**src/common/adc_seq_pkg.sv**
```systemverilog
// constants for the converter sequencing block
// assumes a 25 MHz core clock and a 32-bit avalon-mm register bus
`default_nettype none
package adc_seq_pkg;
   // core clock period in ns
   localparam int CORE_CLK_NS = 40;
   // interrupt release time after a strobe fall, ns
   localparam int INT_CLR_NS = 175;
   localparam int INT_CLR_CYC = INT_CLR_NS / CORE_CLK_NS;
   // end-of-conversion fall after hold, ns, per start mode
   localparam int EOC_WR_NS = 350;
   localparam int EOC_WR_CYC = EOC_WR_NS / CORE_CLK_NS;
   localparam int EOC_SH_NS = 150;
   localparam int EOC_SH_CYC = EOC_SH_NS / CORE_CLK_NS;
   // phase lengths in conversion clock periods
   localparam logic [10:0] ACQ_TICKS = 11'h007;
   localparam logic [10:0] NULL_TICKS = 11'h01A;
   localparam logic [10:0] CONV_WR_TICKS = 11'h014;
   localparam logic [10:0] CONV_SH_TICKS = 11'h022;
   localparam logic [10:0] CAL_TICKS = 11'h577;
   // register word indices (byte address = 4 * index)
   localparam logic [2:0] REG_CTRL = 3'h0;
   localparam logic [2:0] REG_STATUS = 3'h1;
   localparam logic [2:0] REG_RESULT = 3'h2;
   localparam logic [2:0] REG_IRQ_STAT = 3'h3;
   localparam logic [2:0] REG_IRQ_MASK = 3'h4;
   // control fields
   localparam int CTRL_PIN_EN = 0;
   localparam int CTRL_SW_START = 1;
   localparam int CTRL_SW_CAL = 2;
   localparam logic CTRL_PIN_EN_RST = 1'h1;
   // status fields
   localparam int STAT_EOC = 8;
   localparam int STAT_INT_N = 9;
   localparam int STAT_BYTE_PTR = 10;
   // interrupt fields
   localparam int IRQ_CONV_DONE = 0;
   localparam int IRQ_CAL_DONE = 1;
   localparam logic [1:0] IRQ_MASK_RST = 2'h0;
   // synchroniser lanes of the pin vector
   localparam int PIN_SEL = 0;
   localparam int PIN_WR = 1;
   localparam int PIN_RD = 2;
   localparam int PIN_SH = 3;
   localparam int PIN_CAL = 4;
   localparam int PIN_NULL = 5;
   localparam int PIN_CLK = 6;
   localparam logic [6:0] PIN_RST = 7'h7F;
   // sequencer states, one-hot
   typedef enum logic [5:0] {
      ST_IDLE = 6'h01,
      ST_CAL = 6'h02,
      ST_NULL = 6'h04,
      ST_ACQ = 6'h08,
      ST_TRACK = 6'h10,
      ST_CONV = 6'h20
   } seq_state_e;
endpackage
`default_nettype wire

```
**src/design/adc_conversion_timing_control.sv**
```systemverilog
// sequencing logic of a self-calibrating 13-bit converter
// assumes pins are asynchronous to i_core_clk and an avalon-mm master
`timescale 1ns/1ps
`default_nettype none

module adc_conversion_timing_control (
   input wire logic i_core_clk, // core clock, 25 MHz
   input wire logic i_rstn, // synchronous reset, low
   input wire logic i_select_n, // device select pin
   input wire logic i_write_strobe_n, // write strobe pin
   input wire logic i_read_strobe_n, // read strobe pin
   input wire logic i_track_hold_n, // track/hold control pin
   input wire logic i_cal_request_n, // calibration request pin
   input wire logic i_offset_null_enable_n, // null pre-cycle pin
   input wire logic i_conversion_clock_in, // conversion clock pin
   input wire logic [12:0] i_sample_code, // code from analog core
   input wire logic [4:0] i_avs_address, // avalon byte address
   input wire logic i_avs_read, // avalon read
   input wire logic i_avs_write, // avalon write
   input wire logic [31:0] i_avs_writedata, // avalon write data
   output logic [31:0] o_avs_readdata, // avalon read data
   output logic o_avs_waitrequest, // avalon wait
   output logic o_eoc, // end-of-conversion flag
   output logic o_int_n, // result-ready interrupt, low
   output logic o_track, // acquisition window open
   output logic [7:0] o_result_byte_bus, // result byte out
   output logic o_result_byte_bus_oe, // byte bus drive enable
   output logic o_irq // level interrupt to software
);

   ////////////////////////////////////////////////////////////
   // pin synchronisers and edges
   logic [6:0] pin_raw; // gathered pins
   logic [6:0] sync1_reg; // first stage
   logic [6:0] sync2_reg; // second stage
   logic [6:0] prev_reg; // delayed for edges

   assign pin_raw = {i_conversion_clock_in, i_offset_null_enable_n,
      i_cal_request_n, i_track_hold_n, i_read_strobe_n,
      i_write_strobe_n, i_select_n};

   // two flops per pin, then one more for edges
   always_ff @(posedge i_core_clk) begin
      if (!i_rstn) begin
         sync1_reg <= adc_seq_pkg::PIN_RST;
         sync2_reg <= adc_seq_pkg::PIN_RST;
         prev_reg <= adc_seq_pkg::PIN_RST;
      end else begin
         sync1_reg <= pin_raw;
         sync2_reg <= sync1_reg;
         prev_reg <= sync2_reg;
      end
   end

   // rising and falling edge of one lane
   function automatic logic rise_of(input logic [6:0] cur,
      input logic [6:0] old, input int lane);
      rise_of = cur[lane] & ~old[lane];
   endfunction

   function automatic logic fall_of(input logic [6:0] cur,
      input logic [6:0] old, input int lane);
      fall_of = ~cur[lane] & old[lane];
   endfunction

   wire sel = ~sync2_reg[adc_seq_pkg::PIN_SEL]; // select held
   wire cal_low = ~sync2_reg[adc_seq_pkg::PIN_CAL]; // cal held
   wire null_on = ~sync2_reg[adc_seq_pkg::PIN_NULL]; // null wanted
   wire rd_low = ~sync2_reg[adc_seq_pkg::PIN_RD]; // read held
   wire tick = rise_of(sync2_reg, prev_reg, adc_seq_pkg::PIN_CLK);
   wire wr_rise = rise_of(sync2_reg, prev_reg, adc_seq_pkg::PIN_WR);
   wire wr_fall = fall_of(sync2_reg, prev_reg, adc_seq_pkg::PIN_WR);
   wire rd_rise = rise_of(sync2_reg, prev_reg, adc_seq_pkg::PIN_RD);
   wire rd_fall = fall_of(sync2_reg, prev_reg, adc_seq_pkg::PIN_RD);
   wire sh_rise = rise_of(sync2_reg, prev_reg, adc_seq_pkg::PIN_SH);
   wire sh_fall = fall_of(sync2_reg, prev_reg, adc_seq_pkg::PIN_SH);

   ////////////////////////////////////////////////////////////
   // software control state
   logic pin_en_reg; // pin starts accepted
   logic sw_start_reg; // one-cycle software start
   logic sw_cal_reg; // one-cycle software calibration
   logic [1:0] irq_stat_reg; // sticky events
   logic [1:0] irq_mask_reg; // event enables

   ////////////////////////////////////////////////////////////
   // sequencer
   adc_seq_pkg::seq_state_e state_reg; // current phase
   adc_seq_pkg::seq_state_e state_next; // next phase
   logic [10:0] cnt_reg; // ticks in phase
   logic [10:0] cnt_next; // next tick count
   logic sh_mode_reg; // conversion began from track/hold
   logic sh_mode_next; // next start mode
   logic [10:0] lim; // length of current phase

   wire idle = state_reg == adc_seq_pkg::ST_IDLE; // ready
   // calibration request overrides, acting as reset
   wire cal_go = cal_low | sw_cal_reg;
   // starts wait for a released calibration request
   wire wr_go = ((wr_rise & sel & pin_en_reg) | sw_start_reg)
      & idle & ~cal_low;
   wire sh_go = sh_fall & sel & pin_en_reg & idle & ~cal_low;
   wire last = tick & (cnt_reg == lim - 11'h001); // phase ends
   wire conv_done = (state_reg == adc_seq_pkg::ST_CONV) & last;
   wire cal_done = (state_reg == adc_seq_pkg::ST_CAL) & last & ~cal_go;
   wire [10:0] cnt_inc = tick ? 11'(cnt_reg + 11'h001) : cnt_reg;

   // phase length by state and start mode
   always_comb begin
      case (state_reg)
         adc_seq_pkg::ST_CAL: lim = adc_seq_pkg::CAL_TICKS;
         adc_seq_pkg::ST_NULL: lim = adc_seq_pkg::NULL_TICKS;
         adc_seq_pkg::ST_ACQ: lim = adc_seq_pkg::ACQ_TICKS;
         adc_seq_pkg::ST_CONV: lim = sh_mode_reg
            ? adc_seq_pkg::CONV_SH_TICKS
            : adc_seq_pkg::CONV_WR_TICKS;
         default: lim = 11'h7FF;
      endcase
   end

   // next phase; counts conversion clock rising edges
   always_comb begin
      state_next = state_reg;
      cnt_next = cnt_inc;
      sh_mode_next = sh_mode_reg;
      case (state_reg)
         adc_seq_pkg::ST_IDLE: begin
            cnt_next = 11'h000;
            if (wr_go) begin
               // null pre-cycle inserted when requested
               state_next = null_on ? adc_seq_pkg::ST_NULL
                  : adc_seq_pkg::ST_ACQ;
               sh_mode_next = 1'b0;
            end else if (sh_go) begin
               state_next = adc_seq_pkg::ST_TRACK;
            end
         end
         adc_seq_pkg::ST_CAL: begin
            if (last) begin
               state_next = adc_seq_pkg::ST_IDLE;
            end
         end
         adc_seq_pkg::ST_NULL: begin
            if (last) begin
               state_next = adc_seq_pkg::ST_ACQ;
               cnt_next = 11'h000;
            end
         end
         adc_seq_pkg::ST_ACQ: begin
            // window closes on the seventh clock rise
            if (last) begin
               state_next = adc_seq_pkg::ST_CONV;
               cnt_next = 11'h000;
            end
         end
         adc_seq_pkg::ST_TRACK: begin
            cnt_next = 11'h000;
            // hold at once on the control's rise
            if (sh_rise) begin
               state_next = adc_seq_pkg::ST_CONV;
               sh_mode_next = 1'b1;
            end
         end
         adc_seq_pkg::ST_CONV: begin
            if (last) begin
               state_next = adc_seq_pkg::ST_IDLE;
            end
         end
         default: begin
            state_next = adc_seq_pkg::ST_IDLE;
         end
      endcase
      // calibration request restarts the count
      if (cal_go) begin
         state_next = adc_seq_pkg::ST_CAL;
         cnt_next = 11'h000;
      end
   end

   // sequencer registers
   always_ff @(posedge i_core_clk) begin
      if (!i_rstn) begin
         state_reg <= adc_seq_pkg::ST_IDLE;
         cnt_reg <= 11'h000;
         sh_mode_reg <= 1'b0;
      end else begin
         state_reg <= state_next;
         cnt_reg <= cnt_next;
         sh_mode_reg <= sh_mode_next;
      end
   end

   ////////////////////////////////////////////////////////////
   // flags toward the host pins
   wire eoc_next = ~(state_next == adc_seq_pkg::ST_CAL
      | state_next == adc_seq_pkg::ST_CONV);
   wire int_clr = ((rd_fall | wr_fall) & sel) | cal_go | wr_go | sh_go;

   // end flag, track window and interrupt pin
   always_ff @(posedge i_core_clk) begin
      if (!i_rstn) begin
         o_eoc <= 1'b1;
         o_track <= 1'b0;
         o_int_n <= 1'b1;
      end else begin
         o_eoc <= eoc_next;
         o_track <= state_next == adc_seq_pkg::ST_ACQ
            | state_next == adc_seq_pkg::ST_TRACK;
         // completion wins over a same-cycle release
         if (conv_done) begin
            o_int_n <= 1'b0;
         end else if (int_clr) begin
            o_int_n <= 1'b1;
         end
      end
   end

   ////////////////////////////////////////////////////////////
   // result latch and byte reads
   logic [12:0] result_reg; // latched code
   logic byte_ptr_reg; // 0: high byte next

   wire [7:0] high_byte = {{3{result_reg[12]}}, result_reg[12:8]};

   // latch on completion, step the byte on read release
   always_ff @(posedge i_core_clk) begin
      if (!i_rstn) begin
         result_reg <= 13'h0000;
         byte_ptr_reg <= 1'b0;
         o_result_byte_bus <= 8'h00;
         o_result_byte_bus_oe <= 1'b0;
      end else begin
         if (conv_done) begin
            result_reg <= i_sample_code;
            byte_ptr_reg <= 1'b0;
         end else if (rd_rise & sel) begin
            byte_ptr_reg <= ~byte_ptr_reg;
         end
         o_result_byte_bus <= byte_ptr_reg ? result_reg[7:0]
            : high_byte;
         o_result_byte_bus_oe <= rd_low & sel;
      end
   end

   ////////////////////////////////////////////////////////////
   // avalon-mm slave, one wait cycle per access
   wire req = i_avs_read | i_avs_write; // request held
   wire acc = req & ~o_avs_waitrequest; // access taken now
   wire [2:0] widx = i_avs_address[4:2]; // word index
   wire wr_ctrl = acc & i_avs_write & (widx == adc_seq_pkg::REG_CTRL);
   wire wr_istat = acc & i_avs_write
      & (widx == adc_seq_pkg::REG_IRQ_STAT);
   wire wr_imask = acc & i_avs_write
      & (widx == adc_seq_pkg::REG_IRQ_MASK);
   wire [1:0] irq_set = {cal_done, conv_done};
   wire [1:0] irq_clr = wr_istat ? i_avs_writedata[1:0] : 2'h0;
   logic [31:0] rdata; // read mux

   // read selection; unmapped reads as zero
   always_comb begin
      rdata = 32'h00000000;
      case (widx)
         adc_seq_pkg::REG_CTRL:
            rdata[adc_seq_pkg::CTRL_PIN_EN] = pin_en_reg;
         adc_seq_pkg::REG_STATUS: begin
            rdata[5:0] = state_reg;
            rdata[adc_seq_pkg::STAT_EOC] = o_eoc;
            rdata[adc_seq_pkg::STAT_INT_N] = o_int_n;
            rdata[adc_seq_pkg::STAT_BYTE_PTR] = byte_ptr_reg;
         end
         adc_seq_pkg::REG_RESULT: rdata[12:0] = result_reg;
         adc_seq_pkg::REG_IRQ_STAT: rdata[1:0] = irq_stat_reg;
         adc_seq_pkg::REG_IRQ_MASK: rdata[1:0] = irq_mask_reg;
         default: rdata = 32'h00000000;
      endcase
   end

   // bus handshake and register writes
   always_ff @(posedge i_core_clk) begin
      if (!i_rstn) begin
         o_avs_waitrequest <= 1'b1;
         o_avs_readdata <= 32'h00000000;
         pin_en_reg <= adc_seq_pkg::CTRL_PIN_EN_RST;
         sw_start_reg <= 1'b0;
         sw_cal_reg <= 1'b0;
         irq_mask_reg <= adc_seq_pkg::IRQ_MASK_RST;
      end else begin
         // drop wait for one cycle after a request appears
         o_avs_waitrequest <= ~(req & o_avs_waitrequest);
         if (req & o_avs_waitrequest) begin
            o_avs_readdata <= rdata;
         end
         sw_start_reg <= wr_ctrl
            & i_avs_writedata[adc_seq_pkg::CTRL_SW_START];
         sw_cal_reg <= wr_ctrl & i_avs_writedata[adc_seq_pkg::CTRL_SW_CAL];
         if (wr_ctrl) begin
            pin_en_reg <= i_avs_writedata[adc_seq_pkg::CTRL_PIN_EN];
         end
         if (wr_imask) begin
            irq_mask_reg <= i_avs_writedata[1:0];
         end
      end
   end

   // sticky events, set wins over write-one clear
   always_ff @(posedge i_core_clk) begin
      if (!i_rstn) begin
         irq_stat_reg <= 2'h0;
         o_irq <= 1'b0;
      end else begin
         irq_stat_reg <= (irq_stat_reg & ~irq_clr) | irq_set;
         o_irq <= |(((irq_stat_reg & ~irq_clr) | irq_set) & irq_mask_reg);
      end
   end
endmodule // adc_conversion_timing_control
`default_nettype wire

```
**config.mk**
```make
export PLATFORM = sky130hd
export DESIGN_NAME = adc_conversion_timing_control
export DESIGN_NICKNAME = d
export VERILOG_FILES = /design/src/common/adc_seq_pkg.sv /design/src/design/adc_conversion_timing_control.sv
export SDC_FILE = /design/constraint.sdc
export NUM_CORES = 1
export LEC_CHECK = 0
export BUFFER_PORTS_ARGS = -buffer_cell sky130_fd_sc_hd__buf_2
export CAP_MARGIN = 10
export CORE_UTILIZATION = 25
export DETAILED_ROUTE_END_ITERATION = 10
export SYNTH_ARGS = -nofsm -noshare
export SYNTH_HDL_FRONTEND = slang
export SYNTH_SLANG_ARGS = --single-unit
```
**constraint.sdc**
```tcl
create_clock -name i_core_clk -period 3.7 [get_ports i_core_clk]
set_input_delay 0.555 -clock i_core_clk [delete_from_list [all_inputs] [get_ports i_core_clk]]
set_output_delay 0.555 -clock i_core_clk [all_outputs]
set_load 0.02 [all_outputs]
```
==> results of run 1 <==
-- metrics by stage --
| step | power, mW | worst slack, ns | hold slack, ns | TNS, ns | instances |
|---|---|---|---|---|---|
| 6_report | 2.020 | 0.2269 | 0.3926 | 0 | 671 |
| 5_1_grt | 2.099 | 0.09501 | 0.3932 | 0 | 671 |
| 4_1_cts | 2.042 | 0.007915 | 0.3865 | 0 | 671 |
| 3_3_place_gp | 1.066 | 0.1496 | 0.3953 | 0 | 655 |
| 3_5_place_dp | 1.067 | -0.04283 | 0.3931 | -0.1534 | 655 |
| 2_1_floorplan | 1.039 | 0.3040 | 0.3863 | 0 | 442 |
-- layout make-up --
type / instances / area (um2) / area share, %
inverters: 4 / 15.01 / 0.3310
flip-flops and latches: 84 / 1682 / 37.08
clock inverters: 5 / 82.58 / 1.821
repair buffers: 73 / 420.4 / 9.269
well taps: 184 / 230.2 / 5.076
clock buffers: 11 / 242.7 / 5.352
multi-input cells: 310 / 1863 / 41.08
-- layer usage --
metal	vias up	track usage [%]	share of wire [%]
met1	1489	15.14	46
met2	104	19.27	47
met3	11	3.319	6.2
met4	0	3.047	1.1
li1	1556	-	-
met5	-	0	0
-- cells in the final DEF (no fill, tap or decap), types with 3 or more instances in the layout --
cell	count
and2_1	4
xor2_1	6
inv_1	4
nand3_1	18
conb_1	19
and3_1	9
clkbuf_16	9
buf_2	56
dfxtp_1	84
nand3b_1	3
mux2i_1	12
nor2b_1	7
o21ai_0	27
nor4bb_1	3
a21oi_1	29
xnor2_1	11
nand2b_1	29
nor4b_1	3
nor2_1	39
buf_4	16
o22ai_1	3
nand2_1	29
nor4_1	3
nor3_1	3
a22oi_1	13
-- cells by family (layout without fill, tap and decap cells) --
group	after synthesis	count (layout)	synth area share [%]
multiplexers	14	14	3.820
adder cells (fa/ha/maj)	2	2	0.6701
XOR/XNOR	17	17	3.988
flip-flops	84	84	45.04
AO/OA/AOI/OAI	92	92	15.32
other	1	19	0.1004
buffers and inverters	48	93	7.339
AND/OR/NAND/NOR	166	166	23.73
-- power by group through the flow --
stage | combinational [mW] | clock (mW) | sequential [mW]
finish | 0.123 | 0.971 | 0.926
global route | 0.135 | 1.04 | 0.928
CTS | 0.122 | 0.995 | 0.926
detailed placement | 0.122 | 0 | 0.946
global placement | 0.120 | 0 | 0.946
floorplan | 0.0914 | 0 | 0.948
-- critical path, delay by kind of cell, from the launching register on --
family                     cells  cell delay (ns)
DFF                            1             0.34
xor gates and xnor gates       1             0.15
and+or+nand+nor                5             1.25
AOI/OAI and AO/OA              5             1.11
adders and majority gates      1             0.28
buffers and inverters          1             0.20
-- timing repair --
action / CTS / global route
gates resized for setup: 1 / 3
hold buffers: 0 / 0
setup endpoints to repair: 24 / 26
-- cells in the mapped netlist (all sizes together) (4+ instances only) --
library cell   n
dfxtp         84
nor2          39
a21oi         30
nand2         29
nand2b        29
o21ai         28
buf           24
clkbuf        20
nand3         18
a22oi         13
mux2i         12
xnor2         11
and3           9
nor2b          7
xor2           6
nor3           5
and2           4
inv            4
-- worst paths after layout --
check	from	end	slack, ns	cells after the start
max	state_reg[2]	result_reg[5]	0.23	13
min reg2reg	sync1_reg[6]	sync2_reg[6]	0.41	1
min	i_read_strobe_n	sync1_reg[2]	0.39	2
max reg2reg	state_reg[2]	result_reg[5]	0.23	13
==> flow_metrics.tcl, run 1 <==
set metrics [dict create \
    area_growth_pct 21.48 \
    cp_max_fo 13 \
    synth_area_mm2 0.003734 \
    relSlewSlack_pct 59.27 \
    die_y_um 124.2 \
    fin_nets 545 \
    core_mm2 0.01453 \
    yosysTopAreaCellShare_pct 45.04 \
    status "completed" \
    grt_setup_unrepaired "no" \
    yosys.area.top_type "dfxtp_1" \
    synth_seq_cells 84 \
    worst_ep_arrival_time_ns 3.67 \
    hold_class "primary input to flip-flop" \
    fin_crit_ns 3.473 \
    finalSetupViolCount 0 \
    dpl_cell_area_mm2 0.004193 \
    clock_latency_ns 0.34 \
    fp.dieW_um 124.2 \
    synth.area.top_cells "dfxtp_1 45%, nand2b_1 4.9%, buf_4 4.0%" \
    clk_pin_slew_worst_paths_ns 0.06 \
    dieArea_mm2 0.01543 \
    slowest_stage "or3_4" \
    leakage_nw 1.770 \
    clock_sinks 84 \
    track_usage_pct 11.78 \
    slew_viol_final 0 \
    wl_mm 8.741 \
    async_flop_share_pct 0 \
    antenna_found_initial 0 \
    crit_chain "nand2b_1 > a21o_1 > or4_1 > and2_1 > ha_1 > xor2_1 > nand2_1 > a2111oi_1 > o2111ai_1 > or3_4 > buf_4 > o21ai_0 > a21oi_1" \
    utilization_pct 31.21 \
    finalCritPeriodShare_pct 93.87 \
    grt_first_pass_wirelength_mm 14.92 \
    grt_max_degree 40 \
    overflow 0 \
    drc_errors 0 \
    worstSetupStartpointType "flip-flop" \
    hold_viol 0 \
    max_freq_ghz 0.2879 \
    crit_path_max_incr_delay_ns 0.43 \
    num_vias 3160 \
    dr.pass1.iters 4 \
    n_fill_cell 1584 \
    yosysWarnings 0 \
    power.internal_mw 1.575 \
    cap_violations 0 \
    port_buffers 56 \
    place_congestion 0.8184 \
    skew_ns 0.006080 \
    synth_flop_cell "dfxtp_1" \
    cts-htree-levels 3 \
    peakVddDrop_v 0.0002879 \
    cts_buffers 9 \
    dp_hpwl_mm 6.390 \
    p_per_area_mw_per_mm2 445.4 \
    power_frac_comb_pct 6.1 \
    post_cts_buffers 0 \
    switching_share_pct 22.03 \
    detail_route.vias_per_cell 4.709 \
    ioPinCount 107 \
    first_iter_violations 178 \
    critical_path_class "flip-flop to flip-flop" \
    end_kind "flip-flop" \
    p_clk_share_pct 48.1 \
    yosysSeqAreaShare_pct 45.04 \
    drive_gt1_share_pct 20.53 \
    tightest_slew_ns 0.6054 \
    avgSynthCellArea_um2 8.806 \
    synth_cell_type_count 56 \
    switching_power_uw 445.1 \
    drtAntennaViolNets 0 \
    cts_tree "built" \
    root_buffer "clkbuf_16" \
    n_antenna_cell 0 \
    grt_pass1_vias 3016 \
    wl_per_cell_um 13.03 \
    row_count 44 \
    stdcell_area_mm2 0.004536 \
    cts_max_path_buffers 2 \
    start_util_pct 25.69 \
    synth_edf_count 0 \
    p_seq_share_pct 45.9 \
    worst_ep_required_time_ns 3.90 \
    synth_cells 424 \
]
Note: power is estimated with default switching activity, not from simulation.
==> run 2: changes to the inputs <==
clock period = 3.9 ns   (was 3.7 ns; I/O delays follow)
==> run 2 against run 1 <==
Against the previous run: core utilization fell by 0.59 points; non-clock buffer count decreased by 5; clock power shrank 17%; largest cell class unchanged; largest power group is now sequential cells; power fell by 11%.
==> flow_metrics.tcl, run 2 (synthesized netlist as in run 1, its figures left out) <==
set metrics [dict create \
    status "completed" \
    fin_crit_ns 3.641 \
    place_congestion 0.7994 \
    fin_nets 540 \
    grt_max_degree 38 \
    critical_path_class "flip-flop to flip-flop" \
    drc_errors 0 \
    hold-worst-slack_ns 0.4121 \
    reg2reg_to "result_reg[5]" \
    core_mm2 0.01453 \
    p_per_area_mw_per_mm2 405.0 \
    start_util_pct 25.69 \
    cap_violations 0 \
    end_kind "flip-flop" \
    drt-met1-wl_mm 4.097 \
    dr_wl_met2_mm 4.005 \
    clk_pin_slew_worst_paths_ns 0.06 \
    clock_latency_ns 0.34 \
    die_y_um 124.2 \
    overflow 0 \
    cts_buffers 9 \
    ioPinCount 107 \
    rr_worst_depth 13 \
    n_antenna_cell 0 \
    r2r_setup_slack_ns 0.26 \
    max_freq_ghz 0.2746 \
    num_vias 3107 \
    worstSetupStartpointType "flip-flop" \
    peakVddDrop_v 0.0002437 \
    dr.pass1.iters 4 \
    hold_path_depth 1 \
    detail_route.vias_per_cell 4.665 \
    port_buffers 56 \
    dieArea_mm2 0.01543 \
    ff_latch_area_mm2 0.001682 \
    track_usage_pct 11.35 \
    worst_ep_arrival_time_ns 3.85 \
    grt_pass1_vias 3004 \
    drtAntennaViolNets 0 \
    hold_viol 0 \
    wl_mm 8.617 \
    cts-htree-levels 3 \
    finalSetupViolCount 0 \
    post_cts_buffers 0 \
    leakage_nw 1.717 \
    skew_ns 0.007934 \
    multi_input_area_mm2 0.001857 \
    clock_sinks 84 \
    finalCritPeriodShare_pct 93.37 \
    relSlewSlack_pct 60.61 \
    area_growth_pct 19.20 \
    crit_chain "nand2b_1 > a21o_1 > or4_1 > and2_1 > ha_1 > xor2_1 > nand2_1 > a2111oi_2 > o2111ai_1 > or3_1 > buf_4 > o21ai_0 > a21oi_1" \
    row_count 44 \
    root_buffer "clkbuf_16" \
    final_common_cell "dfxtp_1" \
    grt_first_pass_wirelength_mm 14.41 \
    drive_gt1_share_pct 19.92 \
    tightest_slew_ns 0.5826 \
    worstReg2RegStart "state_reg[2]" \
    top_layer_used "met4" \
    first_iter_violations 165 \
    fp.dieW_um 124.2 \
    dp_hpwl_mm 6.175 \
    slowest_stage "or3_1" \
    n_fill_cell 1538 \
    worst_ep_required_time_ns 4.11 \
    fin_tns_setup_ns 0 \
    cts_tree "built" \
    cp_max_fo 13 \
    critPathLaunch "state_reg[2]" \
    wl_met3_um 440 \
    antenna_found_initial 0 \
    layout_common_cells "84 x dfxtp_1, 56 x buf_2, 39 x nor2_1" \
    grt_setup_unrepaired "no" \
    hold_class "flip-flop to flip-flop" \
    slew_viol_final 0 \
    crit_path_max_incr_delay_ns 0.50 \
    wl_per_cell_um 12.94 \
    crit_path_end "result_reg[5]" \
    cts_max_path_buffers 2 \
]
==> run 2: timing repair <==
action / CTS / global route
resized for setup: 0 / 3
hold buffers: 0 / 0
endpoints found under the setup margin: 0 / 35
==> run 2: final cells by class <==
type                    instances  share of cell area, %
clock buffers                  10                  5.370
well taps                     184                  5.173
multi-input cells             310                  41.72
clock inverters                 6                  1.012
inverters                       4                 0.3374
flip-flops and latches         84                  37.78
repair buffers                 68                  8.603
==> run 2: through the flow <==
| stage | setup slack, ns | instance area [um2] | util, % | power, mW | cells |
|---|---|---|---|---|---|
| floorplan | 0.5040 | 3801 | - | 0.9861 | 442 |
| CTS | 0.01219 | 4439 | 30.54 | 1.819 | 666 |
| detailed placement | 0.03401 | 4155 | 28.59 | 1.012 | 650 |
| global placement | 0.1872 | 4155 | 28.59 | 1.011 | 650 |
| finish | 0.2588 | 4451 | 30.62 | 1.803 | 666 |
| global route | 0.01940 | 4451 | 30.62 | 1.869 | 666 |
==> run 2: worst min-delay path by stage <==
stage / startpoint / end / slack [ns]
floorplan: sync1_reg[0] / sync2_reg[0] / 0.39
global route: i_read_strobe_n / sync1_reg[2] / 0.42
CTS: i_track_hold_n / sync1_reg[3] / 0.41
global placement: sync1_reg[1] / sync2_reg[1] / 0.40
finish: sync1_reg[3] / sync2_reg[3] / 0.41
detailed placement: sync1_reg[6] / sync2_reg[6] / 0.40
==> run 2: critical path: cells and delay by family (launching register included) <==
kind                     cells  cell delay, ns
AO/OA/AOI/OAI                5            1.02
XOR/XNOR                     1            0.14
adder cells (fa/ha/maj)      1            0.29
buffers and inverters        1            0.24
flip-flops                   1            0.38
AND/OR/NAND/NOR              5            1.44
==> run 2: metal layers <==
layer / up-vias / track usage (%)
met1: 1471 / 14.53
met4: 0 / 2.339
met2: 82 / 18.49
met5: - / 0
met3: 12 / 3.750
li1: 1542 / -
==> run 2: power by group <==
group / internal (mW) / total, mW / switching (mW)
combinational: 0.0414 / 0.115 / 0.0739
clock: 0.452 / 0.809 / 0.357
sequential: 0.871 / 0.879 / 0.00750
==> run 3: changes to the inputs <==
RECOVER_POWER = 100   (was not set)
==> run 3 against run 2 <==
Against the previous run: sequential share of layout area grew 0.35 points; critical path depth is the same; power is essentially flat; fmax is essentially flat; largest cell class unchanged; largest power group unchanged.
==> flow_metrics.tcl, run 3 (synthesized netlist as in run 1, its figures left out) <==
set metrics [dict create \
    port_buffers 56 \
    hold_viol 0 \
    dp_hpwl_mm 6.175 \
    layout_common_cells "84 x dfxtp_1, 39 x nor2_1" \
    clk_pin_slew_worst_paths_ns 0.06 \
    dpl_cell_area_mm2 0.004155 \
    drtAntennaViolNets 0 \
    fin_nets 540 \
    detail_route.vias_per_cell 4.662 \
    fin_tns_setup_ns 0 \
    track_usage_pct 11.35 \
    slowest_stage "or3_1" \
    holdPathEnd "sync2_reg[3]" \
    leakage_nw 1.599 \
    reg2reg_to "result_reg[5]" \
    skew_ns 0.008845 \
    cp.depth 13 \
    place_inst 650 \
    worstReg2RegStart "state_reg[2]" \
    worst_ep_arrival_time_ns 3.85 \
    multi_input_area_mm2 0.001857 \
    peakVddDrop_v 0.0002435 \
    crit_buf_inv 1 \
    cts-htree-levels 3 \
    wl_mm 8.675 \
    stdcell_area_mm2 0.004409 \
    fin_cells 666 \
    antenna_found_initial 0 \
    crit_chain "nand2b_1 > a21o_1 > or4_1 > and2_1 > ha_1 > xor2_1 > nand2_1 > a2111oi_2 > o2111ai_1 > or3_1 > buf_4 > o21ai_0 > a21oi_1" \
    grt_max_degree 38 \
    critPathTopFamily "simple AND/OR/NAND/NOR gates" \
    ioPinCount 107 \
    overflow 0 \
    finalSetupViolCount 0 \
    cts_buffers 9 \
    n_fill_cell 1559 \
    place_congestion 0.7994 \
    drive_gt1_share_pct 13.90 \
    worst_ep_required_time_ns 4.11 \
    relSlewSlack_pct 14.22 \
    hold_class "flip-flop to flip-flop" \
    first_iter_violations 173 \
    hold_path_depth 1 \
    worstSetupStartpointType "flip-flop" \
    wl_per_cell_um 13.03 \
    p_per_area_mw_per_mm2 409.0 \
    num_vias 3105 \
    clock_sinks 84 \
    hp-start "sync1_reg[3]" \
    n_antenna_cell 0 \
    cp_max_fo 13 \
    fp.dieW_um 124.2 \
    area_growth_pct 18.10 \
    end_kind "flip-flop" \
    grt_setup_unrepaired "no" \
    rr_worst_depth 13 \
    ff_latch_area_mm2 0.001682 \
    status "completed" \
    fin_crit_ns 3.645 \
    critical_path_class "flip-flop to flip-flop" \
    die_y_um 124.2 \
    finalCritPeriodShare_pct 93.45 \
    dr.pass1.iters 4 \
    final_common_cell "dfxtp_1" \
    grt_pass1_vias 3004 \
    start_util_pct 25.69 \
    cts_tree "built" \
    grt_first_pass_wirelength_mm 14.41 \
    crit_path_max_incr_delay_ns 0.50 \
    dieArea_mm2 0.01543 \
    drc_errors 0 \
    slew_viol_final 0 \
    r2r_setup_slack_ns 0.26 \
    cap_violations 0 \
    tightest_slew_ns 1.287 \
    core_mm2 0.01453 \
    clock_latency_ns 0.34 \
    row_count 44 \
    cts_max_path_buffers 2 \
    max_freq_ghz 0.2744 \
    root_buffer "clkbuf_16" \
]
-- run 3: cell types whose count changed in the layout (fill, tap and decap cells not counted), sizes merged --
cell,before,now
clkbuf,10,40
buf,68,38
-- run 3: final cells by class --
type                            count  share of cell area, %
Clock buffer                       10                  5.420
Clock inverter                      6                  1.022
Inverter                            4                 0.3405
Multi-Input combinational cell    310                  42.11
Sequential cell                    84                  38.14
Tap cell                          184                  5.221
Timing Repair Buffer               68                  7.747
-- run 3: repair_timing --
item | CTS | global route
hold endpoints to repair | 0 | 0
endpoints found under the setup margin | 0 | 35
hold buffers | 0 | 0
setup buffers | 0 | 0
gates resized for setup | 0 | 3
-- run 3: stage by stage --
| step | setup slack [ns] | hold WS, ns | utilization [%] | power [mW] |
|---|---|---|---|---|
| after floorplan | 0.5040 | 0.3863 | - | 0.9861 |
| after global placement | 0.1872 | 0.3954 | 28.59 | 1.011 |
| after detailed placement | 0.03401 | 0.4003 | 28.59 | 1.012 |
| after CTS | 0.01219 | 0.4139 | 30.54 | 1.819 |
| after global routing | 0.02150 | 0.4211 | 30.34 | 1.868 |
| final | 0.2554 | 0.4121 | 30.34 | 1.803 |
-- run 3: report_power, final --
part	total, mW	switching (mW)	internal, mW
clock network	0.810	0.358	0.452
registers	0.879	0.00762	0.871
logic	0.114	0.0740	0.0404
total	1.80	0.440	1.36
-- run 3: per-layer routing --
metal,GRT usage (%),part of all wire [%],vias up
met3,3.750,5.8,10
met1,14.53,47,1462
met2,18.49,46,90
met5,0,0,-
met4,2.339,0.92,0
li1,-,-,1543
-- run 3: worst register-to-register path: cells and delay by family (launching register included) --
kind,cells,cell delay [ns]
buf+inv,1,0.25
flops,1,0.37
fa+ha+maj,1,0.29
simple gates,5,1.44
xor+xnor,1,0.14
compound gates,5,1.04
-- run 3: worst max path at each step --
| stage | slack (ns) | to | startpoint |
|---|---|---|---|
| 5_1_grt | 0.02 | result_reg[5] | state_reg[2] |
| 3_3_place_gp | 0.19 | cnt_reg[10] | state_reg[1] |
| 4_1_cts | 0.01 | result_reg[5] | state_reg[1] |
| 3_5_place_dp | 0.03 | result_reg[5] | state_reg[1] |
| 6_report | 0.26 | result_reg[5] | state_reg[2] |
| 2_1_floorplan | 0.50 | cnt_reg[3] | state_reg[1] |
